File: src/core/wmbae_pkg.sv
// Purpose: Shared types and constants of the word move and byte arithmetic execution unit.
// Assumes: Cycle figures are core clock periods with the program in internal ROM.
// Notes:   The fast RAM and external window bounds are parameters of the top module.
package wmbae_pkg;

  typedef enum logic [3:0] {
    WF_RP_IMM, WF_SADDR_IMM, WF_AX_SADDR, WF_SADDR_AX, WF_AX_RP,
    WF_RP_AX, WF_AX_ABS, WF_ABS_AX, WF_SWAP
  } wmbae_wform_t;

  typedef enum logic [3:0] {
    BF_A_IMM, BF_SADDR_IMM, BF_A_R, BF_R_A, BF_A_SADDR, BF_A_ABS,
    BF_A_PTR, BF_A_PTR_DISP, BF_A_PTR_B, BF_A_PTR_C
  } wmbae_bform_t;

  typedef enum logic [2:0] {FN_ADD, FN_ADD_WITH_CARRY_IN, FN_SUB, FN_SUBTRACT_WITH_BORROW, FN_AND} wmbae_fn_t;

  // Byte register indices; pair k holds register 2k low and 2k+1 high.
  localparam logic [2:0] RI_A  = 3'h1;
  localparam logic [2:0] RI_C  = 3'h2;
  localparam logic [2:0] RI_B  = 3'h3;
  localparam logic [2:0] RI_L  = 3'h6;
  localparam logic [2:0] RI_H  = 3'h7;
  localparam logic [1:0] RP_AX = 2'h0;

  // Base cycle counts: _F for fast RAM or no data access, _S for any other area.
  localparam logic [5:0] CYC_W_IMM_REG    = 6'h06;
  localparam logic [5:0] CYC_W_SADDR_IMM_F = 6'h08;
  localparam logic [5:0] CYC_W_SADDR_IMM_S = 6'h0A;
  localparam logic [5:0] CYC_W_SADDR_F    = 6'h06;
  localparam logic [5:0] CYC_W_SADDR_S    = 6'h08;
  localparam logic [5:0] CYC_W_REG        = 6'h04;
  localparam logic [5:0] CYC_W_ABS_F      = 6'h0A;
  localparam logic [5:0] CYC_W_ABS_S      = 6'h0C;
  localparam logic [5:0] CYC_B_IMM        = 6'h04;
  localparam logic [5:0] CYC_B_SADDR_IMM_F = 6'h06;
  localparam logic [5:0] CYC_B_SADDR_IMM_S = 6'h08;
  localparam logic [5:0] CYC_B_SADDR_F    = 6'h04;
  localparam logic [5:0] CYC_B_SADDR_S    = 6'h05;
  localparam logic [5:0] CYC_B_ABS_F      = 6'h08;
  localparam logic [5:0] CYC_B_ABS_S      = 6'h09;
  localparam logic [5:0] CYC_B_PTR_F      = 6'h04;
  localparam logic [5:0] CYC_B_PTR_S      = 6'h05;
  localparam logic [5:0] CYC_B_IDX_F      = 6'h08;
  localparam logic [5:0] CYC_B_IDX_S      = 6'h09;

  // Instruction lengths in bytes.
  localparam logic [2:0] LEN_W_IMM_REG    = 3'h3;
  localparam logic [2:0] LEN_W_SADDR_IMM  = 3'h4;
  localparam logic [2:0] LEN_W_SADDR      = 3'h2;
  localparam logic [2:0] LEN_W_REG        = 3'h1;
  localparam logic [2:0] LEN_W_ABS        = 3'h3;
  localparam logic [2:0] LEN_B_IMM        = 3'h2;
  localparam logic [2:0] LEN_B_SADDR_IMM  = 3'h3;
  localparam logic [2:0] LEN_B_REG        = 3'h2;
  localparam logic [2:0] LEN_B_ABS        = 3'h3;
  localparam logic [2:0] LEN_B_PTR        = 3'h1;
  localparam logic [2:0] LEN_B_IDX        = 3'h2;

  // Default memory windows.
  localparam logic [15:0] FAST_LO_DEF = 16'hFC00;
  localparam logic [15:0] FAST_HI_DEF = 16'hFEFF;
  localparam logic [15:0] EXT_LO_DEF  = 16'h8000;
  localparam logic [15:0] EXT_HI_DEF  = 16'hEFFF;

endpackage : wmbae_pkg

File: src/core/wmbae_byte_alu.sv
// Purpose: Byte adder, subtracter and AND with zero, half-carry and carry outputs.
// Assumes: Purely combinational; the caller decides which flags are stored.
// Notes:   Carry-in is used only by the with-carry and with-borrow functions.
`timescale 1ns/1ps
module wmbae_byte_alu
  import wmbae_pkg::*;
(
  // Operation
  input  wire wmbae_fn_t  fn,
  input  wire logic [7:0] opa,
  input  wire logic [7:0] opb,
  input  wire logic       cy_in,
  // Result
  output logic [7:0]      res,
  output logic            z,
  output logic            ac,
  output logic            cy
);
  logic       ci;
  logic [4:0] lo;
  logic [8:0] full;

  always_comb begin
    ci   = ((fn == FN_ADD_WITH_CARRY_IN) || (fn == FN_SUBTRACT_WITH_BORROW)) && cy_in;
    lo   = 5'h00;
    full = 9'h000;
    unique case (fn)
      FN_ADD, FN_ADD_WITH_CARRY_IN: begin
        lo   = {1'b0, opa[3:0]} + {1'b0, opb[3:0]} + {4'h0, ci};
        full = {1'b0, opa} + {1'b0, opb} + {8'h00, ci};
      end
      FN_SUB, FN_SUBTRACT_WITH_BORROW: begin
        lo   = {1'b0, opa[3:0]} - {1'b0, opb[3:0]} - {4'h0, ci};
        full = {1'b0, opa} - {1'b0, opb} - {8'h00, ci};
      end
      default: full = {1'b0, opa & opb};
    endcase
    res = full[7:0];
    z   = (full[7:0] == 8'h00);
    ac  = lo[4];
    cy  = full[8];
  end
endmodule : wmbae_byte_alu

File: src/core/wmbae_exec.sv
// Purpose: Execution unit for 16-bit moves, word swap and byte add, sub and AND.
// Assumes: Decoded instruction fields arrive with start; program runs from internal ROM.
// Notes:   Memory returns read data in the same clock as a read request.
// Notes on behaviour
// - Cycle counts are counted in core clock periods chosen by the clock select.
// - Access outside fast RAM uses the second, longer cycle count.
// - Fast RAM access, or no data access, uses the first cycle count.
// - Figures assume program fetch from internal ROM; other fetches not modelled.
// - External area adds n waits per read and m waits per write.
// - Word immediate to short-direct: 4 bytes, 8 or 10 cycles.
// - Word load from absolute location: 3 bytes, 10 or 12+2n cycles.
// - Word store to absolute location: 3 bytes, 10 or 12+2m cycles.
// - Accumulator-pair transfers with another pair allow only the three other pairs.
// - Immediate add into short-direct writes back and updates carry; 3 bytes, 6/8.
// - Indexed add fetches pointer plus register operand, updates Z, AC, CY.
// - Add-with-carry adds operand and old carry; immediate form 2 bytes, 4 cycles.
// - Pointer-plus-offset subtract sets carry from borrow; 2 bytes, 8 or 9+n.
// - Subtract-with-borrow on short-direct stores result, updates Z, AC, CY.
// - AND updates only zero; immediate form 2 bytes, 4 cycles.
// - AND into short-direct reads, combines, writes back; 6 or 8 cycles.
// - Affected flags follow the result; other flags keep their value.
`timescale 1ns/1ps
module wmbae_exec
  import wmbae_pkg::*;
#(
  parameter logic [15:0] FAST_LO = FAST_LO_DEF,
  parameter logic [15:0] FAST_HI = FAST_HI_DEF,
  parameter logic [15:0] EXT_LO  = EXT_LO_DEF,
  parameter logic [15:0] EXT_HI  = EXT_HI_DEF
) (
  // Clock and reset
  input  wire logic         clk,
  input  wire logic         rst_b,
  // Configuration
  input  wire logic [1:0]   core_clock_select_reg,
  input  wire logic [3:0]   read_waits,
  input  wire logic [3:0]   write_waits,
  // Instruction
  input  wire logic         start,
  input  wire logic         ins_word,
  input  wire wmbae_wform_t ins_wform,
  input  wire wmbae_bform_t ins_bform,
  input  wire wmbae_fn_t    ins_fn,
  input  wire logic [2:0]   ins_reg,
  input  wire logic [15:0]  ins_addr,
  input  wire logic [15:0]  ins_imm,
  // Status
  output logic              busy_q,
  output logic              done_q,
  output logic              err_q,
  output logic [2:0]        len_q,
  output logic [5:0]        tot_q,
  output logic [63:0]       reg_bank_q,
  output logic              z_q,
  output logic              ac_q,
  output logic              cy_q,
  // Memory
  input  wire logic [7:0]   mem_rdata,
  output logic              mem_req_q,
  output logic              mem_we_q,
  output logic [15:0]       mem_addr_q,
  output logic [7:0]        mem_wdata_q
);
  typedef enum logic [2:0] {S_IDLE, S_RD, S_CAP, S_EXEC, S_WR, S_HOLD} wmbae_state_t;

  localparam int DONE_MAX = 400;

  // Core clock enable divider.
  logic [2:0] div_q, div_d;
  logic       core_en;
  always_comb begin
    div_d   = div_q + 3'h1;
    core_en = ((div_q & 3'((4'h1 << core_clock_select_reg) - 4'h1)) == 3'h0);
  end
  always_ff @(posedge clk or negedge rst_b) begin
    if (!rst_b) div_q <= 3'h0;
    else div_q <= div_d;
  end

  // Decode of the incoming instruction.
  logic [7:0][7:0] regs_q, regs_d;
  logic [15:0] hl, ea_c;
  logic [5:0]  b1_c, b2_c, tot_c;
  logic [2:0]  len_c;
  logic [1:0]  rd_c, wr_c;
  logic        slow_c, ext_c, illegal_c;

  always_comb begin
    hl     = {regs_q[RI_H], regs_q[RI_L]};
    ea_c   = ins_addr;
    rd_c = 2'h0; wr_c = 2'h0; len_c = LEN_W_REG; b1_c = CYC_W_REG; b2_c = CYC_W_REG;
    illegal_c = 1'b0;
    if (ins_word) begin
      unique case (ins_wform)
        WF_RP_IMM: begin len_c = LEN_W_IMM_REG; b1_c = CYC_W_IMM_REG; b2_c = CYC_W_IMM_REG; end
        WF_SADDR_IMM: begin
          len_c = LEN_W_SADDR_IMM; b1_c = CYC_W_SADDR_IMM_F; b2_c = CYC_W_SADDR_IMM_S;
          wr_c = 2'h2;
        end
        WF_AX_SADDR, WF_SADDR_AX: begin
          len_c = LEN_W_SADDR; b1_c = CYC_W_SADDR_F; b2_c = CYC_W_SADDR_S;
          if (ins_wform == WF_AX_SADDR) rd_c = 2'h2;
          else wr_c = 2'h2;
        end
        WF_AX_ABS, WF_ABS_AX: begin
          len_c = LEN_W_ABS; b1_c = CYC_W_ABS_F; b2_c = CYC_W_ABS_S;
          if (ins_wform == WF_AX_ABS) rd_c = 2'h2;
          else wr_c = 2'h2;
        end
        default: illegal_c = (ins_reg[1:0] == RP_AX);
      endcase
    end else begin
      len_c = LEN_B_IDX; b1_c = CYC_B_IDX_F; b2_c = CYC_B_IDX_S; rd_c = 2'h1;
      unique case (ins_bform)
        BF_A_IMM: begin len_c = LEN_B_IMM; b1_c = CYC_B_IMM; b2_c = CYC_B_IMM; rd_c = 2'h0; end
        BF_SADDR_IMM: begin
          len_c = LEN_B_SADDR_IMM; b1_c = CYC_B_SADDR_IMM_F; b2_c = CYC_B_SADDR_IMM_S;
          wr_c = 2'h1;
        end
        BF_A_R, BF_R_A: begin len_c = LEN_B_REG; b1_c = CYC_B_IMM; b2_c = CYC_B_IMM; rd_c = 2'h0; end
        BF_A_SADDR: begin len_c = LEN_B_REG; b1_c = CYC_B_SADDR_F; b2_c = CYC_B_SADDR_S; end
        BF_A_ABS: begin len_c = LEN_B_ABS; b1_c = CYC_B_ABS_F; b2_c = CYC_B_ABS_S; end
        BF_A_PTR: begin len_c = LEN_B_PTR; b1_c = CYC_B_PTR_F; b2_c = CYC_B_PTR_S; ea_c = hl; end
        BF_A_PTR_DISP: ea_c = hl + {8'h00, ins_imm[7:0]};
        BF_A_PTR_B: ea_c = hl + {8'h00, regs_q[RI_B]};
        default: ea_c = hl + {8'h00, regs_q[RI_C]};
      endcase
    end
    ext_c  = (ea_c >= EXT_LO) && (ea_c <= EXT_HI) && ((rd_c | wr_c) != 2'h0);
    slow_c = !((ea_c >= FAST_LO) && (ea_c <= FAST_HI)) && ((rd_c | wr_c) != 2'h0);
    tot_c  = (slow_c ? b2_c : b1_c);
    if (ext_c) begin
      // Widen before multiplying so that 2 x 15 waits cannot wrap in four bits.
      tot_c = tot_c + ({2'h0, read_waits} * {4'h0, rd_c})
                    + ({2'h0, write_waits} * {4'h0, wr_c});
    end
  end

  // Execution state.
  wmbae_state_t state_q, state_d;
  logic         word_q, word_d;
  wmbae_wform_t wform_q, wform_d;
  wmbae_bform_t bform_q, bform_d;
  wmbae_fn_t    fn_q, fn_d;
  logic [2:0]   reg_q, reg_d, len_d;
  logic [15:0]  imm_q, imm_d, ea_q, ea_d, opnd_q, opnd_d;
  logic [1:0]   rd_q, rd_d, wr_q, wr_d;
  logic         bi_q, bi_d;
  logic [5:0]   cnt_q, cnt_d, tot_d;
  logic         busy_d, done_d, err_d, z_d, ac_d, cy_d, req_d, we_d;
  logic [15:0]  maddr_d;
  logic [7:0]   wdata_d, alu_a, alu_b, alu_res, out_byte;
  logic         alu_z, alu_ac, alu_cy;
  logic [2:0]   rsel, plo, phi;

  wmbae_byte_alu u_alu (
    .fn    (fn_q),
    .opa   (alu_a),
    .opb   (alu_b),
    .cy_in (cy_q),
    .res   (alu_res),
    .z     (alu_z),
    .ac    (alu_ac),
    .cy    (alu_cy)
  );

  always_comb begin
    rsel  = reg_q;
    plo   = {reg_q[1:0], 1'b0};
    phi   = {reg_q[1:0], 1'b1};
    alu_a = regs_q[RI_A];
    alu_b = opnd_q[7:0];
    unique case (bform_q)
      BF_A_IMM: alu_b = imm_q[7:0];
      BF_SADDR_IMM: begin alu_a = opnd_q[7:0]; alu_b = imm_q[7:0]; end
      BF_A_R: alu_b = regs_q[rsel];
      BF_R_A: begin alu_a = regs_q[rsel]; alu_b = regs_q[RI_A]; end
      default: alu_b = opnd_q[7:0];
    endcase
  end

  always_comb begin
    state_d = state_q; word_d = word_q; wform_d = wform_q; bform_d = bform_q; fn_d = fn_q;
    reg_d = reg_q; imm_d = imm_q; ea_d = ea_q; opnd_d = opnd_q; rd_d = rd_q; wr_d = wr_q;
    bi_d = bi_q; tot_d = tot_q; len_d = len_q; regs_d = regs_q;
    z_d = z_q; ac_d = ac_q; cy_d = cy_q; wdata_d = mem_wdata_q; maddr_d = mem_addr_q;
    req_d = 1'b0; we_d = 1'b0; done_d = 1'b0; err_d = 1'b0;
    cnt_d = (state_q != S_IDLE && core_en) ? cnt_q + 6'h01 : cnt_q;
    out_byte = opnd_q[15:8];
    unique case (state_q)
      S_IDLE: if (start) begin
        if (illegal_c) err_d = 1'b1;
        else begin
          word_d = ins_word; wform_d = ins_wform; bform_d = ins_bform; fn_d = ins_fn;
          reg_d = ins_reg; imm_d = ins_imm; ea_d = ea_c; rd_d = rd_c; wr_d = wr_c;
          tot_d = tot_c; len_d = len_c; cnt_d = 6'h00; bi_d = 1'b0;
          state_d = (rd_c != 2'h0) ? S_RD : S_EXEC;
        end
      end
      S_RD: begin
        req_d = 1'b1; maddr_d = ea_q + {15'h0000, bi_q}; state_d = S_CAP;
      end
      S_CAP: begin
        if (bi_q) opnd_d[15:8] = mem_rdata;
        else opnd_d[7:0] = mem_rdata;
        bi_d = 1'b1;
        state_d = (!bi_q && rd_q == 2'h2) ? S_RD : S_EXEC;
      end
      S_EXEC: begin
        bi_d = 1'b0;
        state_d = (wr_q != 2'h0) ? S_WR : S_HOLD;
        if (word_q) begin
          unique case (wform_q) // flags untouched by all word forms
            WF_RP_IMM: begin regs_d[phi] = imm_q[15:8]; regs_d[plo] = imm_q[7:0]; end
            WF_SADDR_IMM: opnd_d = imm_q;
            WF_AX_SADDR, WF_AX_ABS: begin regs_d[RI_A] = opnd_q[15:8]; regs_d[0] = opnd_q[7:0]; end
            WF_SADDR_AX, WF_ABS_AX: opnd_d = {regs_q[RI_A], regs_q[0]};
            WF_AX_RP: begin regs_d[RI_A] = regs_q[phi]; regs_d[0] = regs_q[plo]; end
            WF_RP_AX: begin regs_d[phi] = regs_q[RI_A]; regs_d[plo] = regs_q[0]; end
            default: begin
              regs_d[RI_A] = regs_q[phi]; regs_d[0] = regs_q[plo];
              regs_d[phi] = regs_q[RI_A]; regs_d[plo] = regs_q[0];
            end
          endcase
        end else begin
          z_d = alu_z;
          if (fn_q != FN_AND) begin
            ac_d = alu_ac;
            cy_d = alu_cy;
          end
          if (bform_q == BF_SADDR_IMM) opnd_d = {8'h00, alu_res};
          else if (bform_q == BF_R_A) regs_d[rsel] = alu_res;
          else regs_d[RI_A] = alu_res;
        end
      end
      S_WR: begin
        req_d = 1'b1; we_d = 1'b1; maddr_d = ea_q + {15'h0000, bi_q};
        wdata_d = bi_q ? out_byte : opnd_q[7:0];
        bi_d = 1'b1;
        state_d = (!bi_q && wr_q == 2'h2) ? S_WR : S_HOLD;
      end
      default: if (cnt_q >= tot_q) begin
        done_d = 1'b1; state_d = S_IDLE;
      end
    endcase
    busy_d = (state_d != S_IDLE);
  end

  always_ff @(posedge clk or negedge rst_b) begin
    if (!rst_b) begin
      state_q <= S_IDLE; word_q <= 1'b0; wform_q <= WF_RP_IMM; bform_q <= BF_A_IMM;
      fn_q <= FN_ADD; reg_q <= 3'h0; imm_q <= 16'h0000; ea_q <= 16'h0000;
      opnd_q <= 16'h0000; rd_q <= 2'h0; wr_q <= 2'h0; bi_q <= 1'b0; cnt_q <= 6'h00;
      tot_q <= 6'h00; len_q <= 3'h0; regs_q <= '0; z_q <= 1'b0; ac_q <= 1'b0;
      cy_q <= 1'b0; busy_q <= 1'b0; done_q <= 1'b0; err_q <= 1'b0; mem_req_q <= 1'b0;
      mem_we_q <= 1'b0; mem_addr_q <= 16'h0000; mem_wdata_q <= 8'h00;
    end else begin
      state_q <= state_d; word_q <= word_d; wform_q <= wform_d; bform_q <= bform_d;
      fn_q <= fn_d; reg_q <= reg_d; imm_q <= imm_d; ea_q <= ea_d; opnd_q <= opnd_d;
      rd_q <= rd_d; wr_q <= wr_d; bi_q <= bi_d; cnt_q <= cnt_d; tot_q <= tot_d;
      len_q <= len_d; regs_q <= regs_d; z_q <= z_d; ac_q <= ac_d; cy_q <= cy_d;
      busy_q <= busy_d; done_q <= done_d; err_q <= err_d; mem_req_q <= req_d;
      mem_we_q <= we_d; mem_addr_q <= maddr_d; mem_wdata_q <= wdata_d;
    end
  end

  assign reg_bank_q = regs_q;
endmodule : wmbae_exec

File: config.mk
export PLATFORM = sky130hd
export DESIGN_NAME = wmbae_exec
export DESIGN_NICKNAME = d
export VERILOG_FILES = /design/src/core/wmbae_pkg.sv /design/src/core/wmbae_byte_alu.sv /design/src/core/wmbae_exec.sv
export SDC_FILE = /design/constraint.sdc
export NUM_CORES = 1
export LEC_CHECK = 0
export ABC_AREA = 0
export BUFFER_PORTS_ARGS = -buffer_cell sky130_fd_sc_hd__buf_2
export CORE_AREA = 2 2 153 155
export DETAILED_ROUTE_END_ITERATION = 10
export DIE_AREA = 0 0 155 157
export PLACE_DENSITY = 0.81
export RECOVER_POWER = 100
export SLEW_MARGIN = 0
export SYNTH_ARGS = -nofsm -noshare
export SYNTH_HDL_FRONTEND = slang
export SYNTH_HIERARCHICAL = 1
export SYNTH_SLANG_ARGS = --single-unit
File: constraint.sdc
create_clock -name clk -period 8.55 [get_ports clk]
set_clock_uncertainty 0.1 [all_clocks]
set_input_delay 0.855 -clock clk [delete_from_list [all_inputs] [get_ports clk]]
set_output_delay 0.855 -clock clk [all_outputs]
set_load 0.01 [all_outputs]
==> impl_metrics.prom <==
# TYPE chip_impl_metric gauge
chip_impl_info{name="outcome",value="finished with violations"} 1
chip_impl_metric{name="port_buffers",unit=""} 172
chip_impl_metric{name="synth.ff_latch_count",unit=""} 185
chip_impl_info{name="list_of_cells_traversed_by_the_critical_path",value="clkbuf_1 -> mux4_2 -> mux2i_1 -> mux2i_1 -> mux2_1 -> fa_1 -> fa_1 -> mux2i_1 -> xor2_1 -> o21ai_0 -> nor2_1 -> a311oi_1 -> a21oi_1 -> o21ai_0"} 1
chip_impl_info{name="crit_path_top_delay_cell",value="sky130_fd_sc_hd__o21ai_0"} 1
chip_impl_metric{name="clk_latency",unit="ns"} 0.45
chip_impl_metric{name="report.final.slew_viol_count",unit=""} 252
chip_impl_metric{name="fin_ws",unit="ns"} 1.30
chip_impl_metric{name="post_synth_instance_area",unit="sq um"} 13400
chip_impl_metric{name="syn_area_per_cell",unit="sq um"} 8.19
chip_impl_info{name="type_of_destination_of_the_critical_path",value="flip-flop"} 1
chip_impl_metric{name="fillerInstances",unit=""} 2030
chip_impl_info{name="clock_tree_root_driver_cell",value="sky130_fd_sc_hd__clkbuf_16"} 1
chip_impl_metric{name="detail_route.first_pass.iterations",unit=""} 6
chip_impl_metric{name="synthesis.yosys.warnings",unit=""} 6
chip_impl_metric{name="power_frac_clock",unit="%"} 13.7
chip_impl_info{name="violations",value="max-capacitance violations, max-slew violations"} 1
chip_impl_metric{name="via_count_of_the_first_global_routing_pass",unit=""} 12813
chip_impl_metric{name="core.rowCount",unit=""} 55
chip_impl_metric{name="power.share.combinational",unit="%"} 60.4
chip_impl_metric{name="initial_antenna_violation_count",unit=""} 0
chip_impl_metric{name="global_route.usage.total",unit="%"} 39.2
chip_impl_metric{name="final-hold-violation-count",unit=""} 0
chip_impl_metric{name="dp_hpwl",unit="um"} 33900
chip_impl_metric{name="synth_sequential_area_ratio",unit="%"} 34.6
chip_impl_metric{name="crit_arrival",unit="ns"} 7.50
chip_impl_metric{name="die-area",unit="sq um"} 24300
chip_impl_metric{name="synth_async_sr_flop_share",unit="%"} 100
chip_impl_metric{name="cp_max_fo",unit=""} 27
chip_impl_info{name="rsz0062_at_grt",value="no"} 1
chip_impl_metric{name="place_worst_setup_slack",unit="ns"} 1.84
chip_impl_metric{name="die_w",unit="um"} 155
chip_impl_metric{name="viasPerCell",unit=""} 6.57
chip_impl_metric{name="cts_sinks",unit=""} 185
chip_impl_metric{name="power.share.sequential",unit="%"} 26.0
chip_impl_metric{name="period_needed",unit="ns"} 7.25
chip_impl_metric{name="power.switching",unit="mW"} 3.30
chip_impl_metric{name="io_pins",unit=""} 173
chip_impl_metric{name="post-route-cell-area",unit="sq um"} 14800
chip_impl_metric{name="dp_cells",unit=""} 2014
chip_impl_info{name="most-common-layout-cells",value="sky130_fd_sc_hd__nand2_1, sky130_fd_sc_hd__dfrtp_1, sky130_fd_sc_hd__a21oi_1"} 1
chip_impl_metric{name="post-layout-total-power",unit="mW"} 6.15
chip_impl_metric{name="first_iter_violations",unit=""} 1622
chip_impl_metric{name="floorplan.die.height",unit="um"} 157
chip_impl_metric{name="vias",unit=""} 13444
chip_impl_metric{name="synth-edff-count",unit=""} 0
chip_impl_metric{name="final_antenna_net_count",unit=""} 0
chip_impl_metric{name="wl_per_cell",unit="um"} 23.1
chip_impl_info{name="final_common_cell",value="sky130_fd_sc_hd__nand2_1"} 1
chip_impl_metric{name="stdcell_count",unit=""} 2046
chip_impl_metric{name="leakage",unit="nW"} 6.48
chip_impl_metric{name="vdd_ir_drop_max",unit="mV"} 0.291
chip_impl_info{name="setup.worst_path.class",value="reg2reg"} 1
chip_impl_metric{name="numCtsBuffers",unit=""} 17
chip_impl_metric{name="drive_above_1_share",unit="%"} 9.88
chip_impl_metric{name="htreeDepth",unit=""} 4
chip_impl_metric{name="max_cap_viol_count",unit=""} 6
chip_impl_metric{name="finalWirelength",unit="um"} 47300
chip_impl_info{name="timing.critical_path.mode_cell",value="sky130_fd_sc_hd__mux2i_1"} 1
chip_impl_metric{name="power.share.switching",unit="%"} 53.8
chip_impl_info{name="worstHoldPathType",value="reg2reg"} 1
chip_impl_metric{name="clk_transition_reported_paths",unit="ns"} 0.08
chip_impl_metric{name="cts_setup_buffers",unit=""} 0
chip_impl_metric{name="setup_viol",unit=""} 0
chip_impl_metric{name="grt-ovfl-total",unit=""} 0
chip_impl_metric{name="final_layout_setup_total_negative_slack",unit="ns"} 0
chip_impl_metric{name="fmax",unit="MHz"} 138
chip_impl_info{name="tritoncts",value="yes"} 1
chip_impl_metric{name="share_of_the_clock_period_used_by_the_worst_path_after_layout",unit="%"} 84.8
chip_impl_metric{name="tightest_slew",unit="ns"} 4.04
chip_impl_metric{name="nNetsFinal",unit=""} 1879
chip_impl_metric{name="grt_max_degree",unit=""} 113
chip_impl_metric{name="initial_utilization",unit="%"} 59.5
chip_impl_metric{name="synthesis.nets",unit=""} 1767
chip_impl_metric{name="netlist-cell-type-count",unit=""} 87
chip_impl_metric{name="crit_path_max_incr_delay",unit="ns"} 1.52
chip_impl_info{name="ys.flop_type",value="sky130_fd_sc_hd__dfrtp_1"} 1
chip_impl_metric{name="area_added_between_synthesis_and_finish",unit="%"} 10.3
chip_impl_metric{name="grt_first_pass_wirelength",unit="um"} 73300
chip_impl_metric{name="cp.required",unit="ns"} 8.80
chip_impl_metric{name="dpl-instance-area",unit="sq um"} 14400
chip_impl_metric{name="globalplace.congestion",unit=""} 1.02
chip_impl_info{name="worstSetupStartpointType",value="flip-flop"} 1
chip_impl_metric{name="final_core_util",unit="%"} 65.7
chip_impl_metric{name="diode_insertion_count_for_antenna_repair",unit=""} 0
chip_impl_metric{name="hold-worst-slack",unit="ns"} 0.371
chip_impl_metric{name="powerDensity",unit="nW/um^2"} 416
chip_impl_metric{name="synthesis.instances",unit=""} 1636
chip_impl_metric{name="core",unit="sq um"} 22500
chip_impl_metric{name="drc_errors",unit=""} 0
chip_impl_metric{name="clk_path_buf_depth",unit=""} 2
chip_impl_metric{name="cellInternalPower",unit="mW"} 2.84
chip_impl_metric{name="cts-resized-gates",unit=""} 0
chip_impl_metric{name="cts-hold-fix-buffers",unit=""} 0
chip_impl_metric{name="timing.slew.headroom",unit="%"} -169
-- registers in the layout (all words and copies together) (netlist names), 2 cells and up --
name	cells
cnt_q	6
div_q	3
wform_q	4
reg_q	3
mem_addr_q	16
len_q	3
imm_q	16
bform_q	4
state_q	3
reg_bank_q	64
opnd_q	16
fn_q	3
mem_wdata_q	8
wr_q	2
ea_q	16
tot_q	6
rd_q	2
-- layout make-up --
type / count / area (sq um) / share of cell area [%]
Clock buffer: 17 / 425 / 2.88
Clock inverter: 15 / 176 / 1.19
Inverter: 62 / 233 / 1.58
Multi-Input combinational cell: 1290 / 8100 / 54.8
Sequential cell: 185 / 4630 / 31.3
Tap cell: 285 / 357 / 2.41
Timing Repair Buffer: 192 / 856 / 5.79
-- path summary, 6_finish.rpt --
kind	start	to	slack, ns	cells after the start
max	reg_q[0]	opnd_q[2]	1.30	14
min	div_q[0]	div_q[0]	0.37	1
max reg2reg	reg_q[0]	opnd_q[2]	1.30	14
min reg2reg	div_q[0]	div_q[0]	0.37	1
max in group asynchronous	rst_b	reg_bank_q[1]	3.51	2
min in group asynchronous	rst_b	cnt_q[0]	0.43	1
-- synth_stat cells (21+ instances only) --
master / count / share of area, %
sky130_fd_sc_hd__nand2_1: 359 / 10
sky130_fd_sc_hd__dfrtp_1: 185 / 35
sky130_fd_sc_hd__a21oi_1: 144 / 5.4
sky130_fd_sc_hd__nor2_1: 130 / 3.6
sky130_fd_sc_hd__o21ai_0: 116 / 4.3
sky130_fd_sc_hd__clkbuf_1: 75 / 2.1
sky130_fd_sc_hd__inv_1: 61 / 1.7
sky130_fd_sc_hd__ha_1: 48 / 4.5
sky130_fd_sc_hd__mux2i_1: 36 / 2.7
sky130_fd_sc_hd__a22oi_1: 34 / 1.9
sky130_fd_sc_hd__nand3_1: 25 / 0.93
sky130_fd_sc_hd__a22o_1: 24 / 1.6
sky130_fd_sc_hd__xnor2_1: 21 / 1.4
-- critical path, delay by kind of cell, from the launching register on --
| kind | cells | cell delay [ns] |
|---|---|---|
| AOI/OAI and AO/OA | 4 | 2.23 |
| adders and majority gates | 2 | 0.88 |
| and+or+nand+nor | 1 | 0.30 |
| DFF | 1 | 0.78 |
| buffers and inverters | 1 | 1.16 |
| xor gates and xnor gates | 1 | 0.09 |
| muxes | 5 | 1.59 |
-- cells by family after synthesis --
logic type	Yosys count	synth area share (%)
DFF	185	34.6
AOI/OAI and AO/OA	473	22.5
muxes	76	7.68
adders and majority gates	63	6.72
and+or+nand+nor	637	20.9
buffers and inverters	161	4.97
xor gates and xnor gates	41	2.68
-- per-layer routing --
metal	GRT usage, %	up-vias	part of all wire [%]
met5	0	-	0
met3	8.29	192	11
met1	52.7	6352	39
met4	19.9	0	5.5
met2	60.4	889	45
li1	-	6011	-
-- power groups by stage --
| stage | clock (mW) | combinational [mW] | sequential [mW] |
|---|---|---|---|
| after floorplan | 0 | 2.62 | 1.37 |
| after global placement | 0 | 3.63 | 1.57 |
| after detailed placement | 0 | 3.70 | 1.58 |
| after CTS | 0.846 | 3.72 | 1.57 |
| after global routing | 0.877 | 4.01 | 1.62 |
| final | 0.840 | 3.71 | 1.60 |
No activity file was read; power rests on OpenSTA's default activity.
